File: config.mk
export PLATFORM = sky130hd
export DESIGN_NAME = hwsb_bank
export DESIGN_NICKNAME = d
export VERILOG_FILES = /design/src/rtl/hwsb_pkg.sv /design/src/rtl/hwsb_bank.sv
export VERILOG_INCLUDE_DIRS = /design/src /design/src/rtl
export SDC_FILE = /design/constraint.sdc
export NUM_CORES = 1
export LEC_CHECK = 0
export BUFFER_PORTS_ARGS = -buffer_cell sky130_fd_sc_hd__buf_2
export CAP_MARGIN = 20
export CORE_MARGIN = 2
export CORE_UTILIZATION = 45
export CTS_CLUSTER_DIAMETER = 40
export DETAILED_ROUTE_END_ITERATION = 8
export PLACE_DENSITY = 0.69
export REMOVE_ABC_BUFFERS = 1
export SLEW_MARGIN = 5
export SYNTH_ARGS = -nofsm -noshare
export SYNTH_HDL_FRONTEND = slang
export SYNTH_SLANG_ARGS = --single-unit
File: constraint.sdc
create_clock -name i_core_clk -period 2.8 [get_ports i_core_clk]
set_clock_uncertainty 0.15 [all_clocks]
set_input_delay 0.28 -clock i_core_clk [delete_from_list [all_inputs] [get_ports i_core_clk]]
set_output_delay 0.28 -clock i_core_clk [all_outputs]
set_load 0.02 [all_outputs]
File: src/rtl/hwsb_map.svh
`ifndef HWSB_MAP_SVH
`define HWSB_MAP_SVH

// Register offsets
`define HWSB_OFF_VCMP      8'h42
`define HWSB_OFF_SUPIRQ    8'h50
`define HWSB_OFF_SUPMASK   8'h51
`define HWSB_OFF_CPUOFS    8'h55
`define HWSB_OFF_AUXOFS    8'h56
`define HWSB_OFF_RTSTS     8'h59
`define HWSB_OFF_CPUTEMP   8'h70
`define HWSB_OFF_AUXTEMP   8'h71
`define HWSB_OFF_EVSTS     8'h72
`define HWSB_OFF_EVCLR     8'h73
`define HWSB_OFF_EVEN      8'h74

// Field positions
`define HWSB_VCMP_FIRST    0
`define HWSB_VCMP_SECOND   1
`define HWSB_VCMP_ANALOG   2
`define HWSB_SUP_STANDBY   0
`define HWSB_SUP_BATTERY   1
`define HWSB_MASK_TARGET3  4
`define HWSB_RT_CORE       0
`define HWSB_RT_FIRST      1
`define HWSB_RT_ANALOG     2
`define HWSB_RT_MAIN       3
`define HWSB_RT_PTEMP      5
`define HWSB_RT_SYSFAN     6
`define HWSB_RT_CPUFAN     7

// Used bits of each register
`define HWSB_VCMP_USED     8'h07
`define HWSB_SUP_USED      8'h03
`define HWSB_MASK_USED     8'h13
`define HWSB_RT_USED       8'hEF
`define HWSB_EV_USED       8'h07

// Reset values
`define HWSB_RST_MASK      8'h13
`define HWSB_RST_ZERO      8'h00

`endif

File: src/rtl/hwsb_pkg.sv
`default_nettype none
package hwsb_pkg;

  // Limit-comparator events from the monitor datapath
  typedef struct packed {
    logic first_input_cross;
    logic second_input_cross;
    logic analog_supply_cross;
    logic battery_cross;
    logic standby_cross;
    logic target_three_event;
  } hwsb_events_t;

  // Live window/threshold levels
  typedef struct packed {
    logic processor_fan_over;
    logic system_fan_over;
    logic temp_above_over;
    logic temp_below_hyst;
    logic main_supply_out;
    logic analog_supply_out;
    logic first_input_out;
    logic core_voltage_out;
  } hwsb_levels_t;

  typedef struct packed {
    logic [7:0] addr;
    logic [7:0] wdata;
    logic       wr;
    logic       rd;
  } hwsb_bus_req_t;

endpackage
`default_nettype wire

File: src/rtl/hwsb_bank.sv
// Behaviour
// - Bit 2 of the voltage compare status is set when the analog supply reading crosses its limit.
// - Bit 1 of the voltage compare status is set when the second voltage input crosses its limit.
// - Bit 0 of the voltage compare status is set when the first voltage input crosses its limit; bits 7 to 3 read 0.
// - Reading the supply interrupt status returns the latched flags then clears them.
// - Supply interrupt status bit 1 latches when the battery reading leaves its high/low window.
// - Supply interrupt status bit 0 latches when the standby reading leaves its window; bits 7 to 2 read 0.
// - A one in mask bit 4, 1 or 0 keeps the matching source from raising the management interrupt.
// - The processor temperature reads as measured value plus its 8-bit offset register.
// - The auxiliary temperature reads as measured value plus its 8-bit offset register.
// - Real-time bits 7 and 6 read 1 while the matching fan count is over threshold, else 0.
// - Real-time bit 5 sets above over-temperature and clears only once below hysteresis.
// - Real-time bits 3 to 0 read 1 while the supply is outside its window; bit 4 reads 0.
`timescale 1ns/100ps
`default_nettype none
`include "hwsb_map.svh"

module hwsb_bank (
  input  wire logic                    i_core_clk,
  input  wire logic                    i_reset,
  input  wire hwsb_pkg::hwsb_bus_req_t i_bus,
  output logic [7:0]                   o_rdata,
  input  wire hwsb_pkg::hwsb_events_t  i_events,
  input  wire hwsb_pkg::hwsb_levels_t  i_levels,
  input  wire logic [7:0]              i_processor_temp_raw,
  input  wire logic [7:0]              i_auxiliary_temp_raw,
  output logic                         o_system_management_irq,
  output logic                         o_irq
);

  logic [7:0] vcmp_status;
  logic [7:0] supply_status;
  logic [7:0] supply_mask;
  logic [7:0] cpu_offset;
  logic [7:0] aux_offset;
  logic       temp_status;
  logic       target_three_flag;
  logic [7:0] ev_status;
  logic [7:0] ev_enable;
  logic [7:0] rt_status;
  logic [7:0] ev_set;
  logic       rd_supply;
  logic       rd_vcmp;
  logic       rd_target;

  // Offset add, wraps in eight bits
  function automatic logic [7:0] add_wrap(input logic [7:0] a, input logic [7:0] b);
    logic [8:0] s;
    s = {1'b0, a} + {1'b0, b};
    return s[7:0];
  endfunction

  function automatic logic hit(input hwsb_pkg::hwsb_bus_req_t r, input logic [7:0] off);
    return r.addr == off;
  endfunction

  assign rd_supply = i_bus.rd && hit(i_bus, `HWSB_OFF_SUPIRQ);
  assign rd_vcmp   = i_bus.rd && hit(i_bus, `HWSB_OFF_VCMP);
  assign rd_target = rd_supply;

  // Warning flags clear on read; a new crossing wins over the clear
  always_ff @(posedge i_core_clk) begin
    if (i_reset) begin
      vcmp_status <= `HWSB_RST_ZERO;
    end else begin
      if (rd_vcmp) begin
        vcmp_status <= `HWSB_RST_ZERO;
      end
      if (i_events.analog_supply_cross) begin
        vcmp_status[`HWSB_VCMP_ANALOG] <= 1'b1;
      end
      if (i_events.second_input_cross) begin
        vcmp_status[`HWSB_VCMP_SECOND] <= 1'b1;
      end
      if (i_events.first_input_cross) begin
        vcmp_status[`HWSB_VCMP_FIRST] <= 1'b1;
      end
    end
  end

  always_ff @(posedge i_core_clk) begin
    if (i_reset) begin
      supply_status     <= `HWSB_RST_ZERO;
      target_three_flag <= 1'b0;
    end else begin
      if (rd_supply) begin
        supply_status <= `HWSB_RST_ZERO;
      end
      if (rd_target) begin
        target_three_flag <= 1'b0;
      end
      if (i_events.battery_cross) begin
        supply_status[`HWSB_SUP_BATTERY] <= 1'b1;
      end
      if (i_events.standby_cross) begin
        supply_status[`HWSB_SUP_STANDBY] <= 1'b1;
      end
      if (i_events.target_three_event) begin
        target_three_flag <= 1'b1;
      end
    end
  end

  always_ff @(posedge i_core_clk) begin
    if (i_reset) begin
      supply_mask <= `HWSB_RST_MASK;
      cpu_offset  <= `HWSB_RST_ZERO;
      aux_offset  <= `HWSB_RST_ZERO;
      ev_enable   <= `HWSB_RST_ZERO;
    end else if (i_bus.wr) begin
      if (hit(i_bus, `HWSB_OFF_SUPMASK)) begin
        supply_mask <= i_bus.wdata & `HWSB_MASK_USED;
      end
      if (hit(i_bus, `HWSB_OFF_CPUOFS)) begin
        cpu_offset <= i_bus.wdata;
      end
      if (hit(i_bus, `HWSB_OFF_AUXOFS)) begin
        aux_offset <= i_bus.wdata;
      end
      if (hit(i_bus, `HWSB_OFF_EVEN)) begin
        ev_enable <= i_bus.wdata & `HWSB_EV_USED;
      end
    end
  end

  // Over-temperature with hysteresis
  always_ff @(posedge i_core_clk) begin
    if (i_reset) begin
      temp_status <= 1'b0;
    end else if (i_levels.temp_above_over) begin
      temp_status <= 1'b1;
    end else if (i_levels.temp_below_hyst) begin
      temp_status <= 1'b0;
    end
  end

  always_comb begin
    rt_status = `HWSB_RST_ZERO;
    rt_status[`HWSB_RT_CPUFAN] = i_levels.processor_fan_over;
    rt_status[`HWSB_RT_SYSFAN] = i_levels.system_fan_over;
    rt_status[`HWSB_RT_PTEMP]  = temp_status;
    rt_status[`HWSB_RT_MAIN]   = i_levels.main_supply_out;
    rt_status[`HWSB_RT_ANALOG] = i_levels.analog_supply_out;
    rt_status[`HWSB_RT_FIRST]  = i_levels.first_input_out;
    rt_status[`HWSB_RT_CORE]   = i_levels.core_voltage_out;
  end

  // Sticky events: bit0 standby, bit1 battery, bit2 analog supply warning
  always_comb begin
    ev_set    = `HWSB_RST_ZERO;
    ev_set[0] = i_events.standby_cross;
    ev_set[1] = i_events.battery_cross;
    ev_set[2] = i_events.analog_supply_cross;
  end

  always_ff @(posedge i_core_clk) begin
    if (i_reset) begin
      ev_status <= `HWSB_RST_ZERO;
    end else if (i_bus.wr && hit(i_bus, `HWSB_OFF_EVCLR)) begin
      ev_status <= ((ev_status & ~i_bus.wdata) | ev_set) & `HWSB_EV_USED;
    end else begin
      ev_status <= (ev_status | ev_set) & `HWSB_EV_USED;
    end
  end

  assign o_irq = |(ev_status & ev_enable);

  // Management interrupt from unmasked latched sources
  assign o_system_management_irq =
      (supply_status[`HWSB_SUP_STANDBY] & ~supply_mask[`HWSB_SUP_STANDBY]) |
      (supply_status[`HWSB_SUP_BATTERY] & ~supply_mask[`HWSB_SUP_BATTERY]) |
      (target_three_flag & ~supply_mask[`HWSB_MASK_TARGET3]);

  // Read data, one cycle after the strobe
  always_ff @(posedge i_core_clk) begin
    if (i_reset) begin
      o_rdata <= `HWSB_RST_ZERO;
    end else if (i_bus.rd) begin
      unique case (i_bus.addr)
        `HWSB_OFF_VCMP:    o_rdata <= vcmp_status & `HWSB_VCMP_USED;
        `HWSB_OFF_SUPIRQ:  o_rdata <= supply_status & `HWSB_SUP_USED;
        `HWSB_OFF_SUPMASK: o_rdata <= supply_mask;
        `HWSB_OFF_CPUOFS:  o_rdata <= cpu_offset;
        `HWSB_OFF_AUXOFS:  o_rdata <= aux_offset;
        `HWSB_OFF_RTSTS:   o_rdata <= rt_status & `HWSB_RT_USED;
        `HWSB_OFF_CPUTEMP: o_rdata <= add_wrap(i_processor_temp_raw, cpu_offset);
        `HWSB_OFF_AUXTEMP: o_rdata <= add_wrap(i_auxiliary_temp_raw, aux_offset);
        `HWSB_OFF_EVSTS:   o_rdata <= ev_status;
        `HWSB_OFF_EVEN:    o_rdata <= ev_enable;
        default:           o_rdata <= `HWSB_RST_ZERO;
      endcase
    end else begin
      o_rdata <= `HWSB_RST_ZERO;
    end
  end

endmodule
`default_nettype wire

==> impl_metrics.json <==
{
  "use_met2_pct": 39.8,
  "layout-drive-gt1-share_pct": 21.8,
  "rr_startpoint": "cpu_offset[0]",
  "slowest_stage": "fa_1",
  "ys_ff_latch": 40,
  "antenna_left": 0,
  "startpoint": "cpu_offset[0]",
  "use_met1_pct": 31.1,
  "cts_hold_buf": 0,
  "grt_pass1_wl_um": 11700,
  "slowest_delay_ns": 0.42,
  "worstPathArrival_ns": 2.24,
  "ys_warn_count": 0,
  "outcome": "complete, no violations",
  "setup_ws_ns": 0.577,
  "pwr-share-seq_pct": 54.2,
  "track_usage_pct": 24.0,
  "dieArea_um2": 6200,
  "multi_input_area_um2": 1610,
  "power.internal_mw": 0.801,
  "synth_area_leaders": "dfxtp_1 32%, a21oi_1 7.2%, ha_1 7.0%",
  "cts_resized": 0,
  "pwr_density_cell_nw_per_um2": 371,
  "coreArea_um2": 5440,
  "gr-usage-met3_pct": 5.34,
  "top_usage_layer": "met2",
  "drt_iter0_drc": 144,
  "clock_sinks": 40,
  "clkSlewWorstSetupHoldPaths_ns": 0.07,
  "die_h_um": 78.8,
  "final_max_slew_viol_count": 0,
  "regArea_um2": 801,
  "setup_viol": 0,
  "antenna_found_initial": 0,
  "syn_area_um2": 2510,
  "dr.pass1.iters": 4,
  "max-cap-violations": 0,
  "initial_core_util_pct": 46.2,
  "drt-wirelength-per-cell_um": 16.6,
  "routed_via_density": 5.74,
  "min_path_type": "input port to register",
  "max_freq_ghz": 0.450,
  "dp_hpwl_um": 5270,
  "synth_top_cell_by_area": "dfxtp_1",
  "finalPower_mw": 1.08,
  "gp_congestion": 0.926,
  "grt_max_degree": 34,
  "leakage_nw": 1.19,
  "area_delta_synth_final_pct": 16.0,
  "antenna_cells": 0,
  "nets": 426,
  "async_flop_share_pct": 0,
  "place_ws_ns": 0.527,
  "fin_crit_sh_pct": 79.4,
  "nFillCells": 534,
  "cp-start-kind": "register",
  "min_from": "i_events[4]",
  "insertion_delay_ns": 0.29,
  "cp_max_fo": 3,
  "seq_area_frac_synth_pct": 31.8,
  "path_delay_family": "compound AO/OA/AOI/OAI gates",
  "cts-root-buf": "clkbuf_8",
  "via_count": 2470,
  "htreeDepth": 2,
  "cts_buffers": 5,
  "combPwrFrac_pct": 13.5,
  "switchingPower_mw": 0.282,
  "drt-total-wl_um": 7120,
  "synth.avg_cell_area_um2": 8.25,
  "drc_errors": 0,
  "cp.required_ns": 2.82,
  "grt_overflow_total": 0,
  "tritoncts": "done",
  "post_cts_buffers": 0,
  "io_buffers": 59,
  "p_clk_share_pct": 32.2,
  "crit_buf_inv": 0,
  "grt_setup_unrepaired": "no",
  "grt_pass1_vias": 2416,
  "clock_path_buffers": 2,
  "synth-edff-count": 0,
  "synthCells": 305,
  "io_pins": 60,
  "synth_cell_type_count": 52,
  "hold_viol_final": 0,
  "placement_rows": 27,
  "end_kind": "register",
  "relSlewSlack_pct": 57.3,
  "worst_slew_pin_slew_ns": 0.641,
  "post-synth-top-area-fraction_pct": 31.8,
  "p_sw_share_pct": 26.0,
  "irDropWorstVdd_v": 0.000275,
  "critPathKind": "register to register",
  "cp_cell_sequence": "ha_1 -> fa_1 -> a21o_1 -> a21oi_1 -> o21ai_0 -> xor2_1 -> a22oi_1 -> a31oi_1",
  "synth_ff_type": "dfxtp_1",
  "min_period_ns": 2.22,
  "die_w_um": 78.8,
  "tns_ns": 0
}
placed cells by master, fill, tap and decap left out, drive strengths merged, types with 5 or more instances in the layout:
cell type,count
buf,63
dfxtp,40
a21oi,36
nor2,33
nand2,30
ha,14
nand3,13
mux2i,11
o21ai,8
nor2b,7
xnor2,7
inv,6
nor3,6
a31oi,6
nand2b,5
clkbuf,5
worst reg2reg max path: cells and delay by family, from the launching register on:
family / cells / cell delay (ns)
adders and majority gates: 2 / 0.65
DFF: 1 / 0.34
AOI/OAI and AO/OA: 5 / 0.82
xor gates and xnor gates: 1 / 0.15
cells by family (layout without fill, tap and decap cells):
kind of cell	after synthesis	count (layout)	share of synthesized area, %
adder cells (fa/ha/maj)	16	16	8.56
AND/OR/NAND/NOR	117	117	23.6
buffers and inverters	21	74	4.13
flip-flops	40	40	31.8
AO/OA/AOI/OAI	86	86	22.2
XOR/XNOR	10	10	3.48
multiplexers	15	15	6.17
cell type report:
class	instances	area share (%)
clock buffer	5	2.36
inverter	6	0.772
multi-input combinational	244	55.2
sequential	40	27.4
tap	72	3.09
timing repair buffer	63	11.1
path summary, 6_finish.rpt:
check,end,slack [ns],cells past startpoint
hold / removal,vcmp_status[1],0.05,3
hold reg to reg,vcmp_status[2],0.34,2
setup reg to reg,o_rdata[6],0.58,8
setup / recovery,o_rdata[6],0.58,8
registers in the layout, indices dropped and copies added, names as in the netlist, 2 cells and up:
name,flops
supply_status,2
ev_status,3
cpu_offset,8
aux_offset,8
supply_mask,3
o_rdata,8
vcmp_status,3
ev_enable,3
metal layers:
layer / up-vias / wire [µm]
li1: 1229 / -
met1: 1126 / 3130
met2: 103 / 3320
met3: 12 / 541
met4: 0 / 134
met5: - / 0
synthesized netlist by cell type, types with 3 or more instances:
master / n
clkbuf_1: 8
xnor2_1: 7
nor3_1: 6
nand3_1: 13
nor2b_1: 7
a221oi_1: 3
or3_1: 3
inv_1: 6
ha_1: 14
nor2_1: 31
dfxtp_1: 40
buf_4: 4
nand2b_1: 5
o211ai_1: 4
nand4_1: 4
a21o_1: 3
o21ai_0: 6
mux2_2: 4
mux2i_1: 11
a32oi_1: 4
xor2_1: 3
a21oi_1: 36
a211o_1: 4
a31oi_1: 6
a22oi_1: 4
nand2_1: 30
power by group through the flow:
stage                     sequential (mW)  combinational (mW)  clock [mW]
after floorplan                     0.597              0.0635           0
after global placement              0.600               0.142           0
after detailed placement            0.600               0.144           0
after CTS                           0.587               0.145       0.356
after global routing                0.588               0.162       0.383
final                               0.587               0.147       0.349
stage by stage:
step | hold WS [ns] | utilization, % | instances | instance area [µm²]
after floorplan | 0.199 | - | 290 | 2430
after global routing | 0.0500 | 53.6 | 430 | 2920
after global placement | 0.314 | 52.4 | 425 | 2850
final | 0.0507 | 53.6 | 430 | 2920
after CTS | 0.0454 | 53.6 | 430 | 2920
after detailed placement | 0.327 | 52.4 | 425 | 2850
Power figures use the tool's default switching activity.
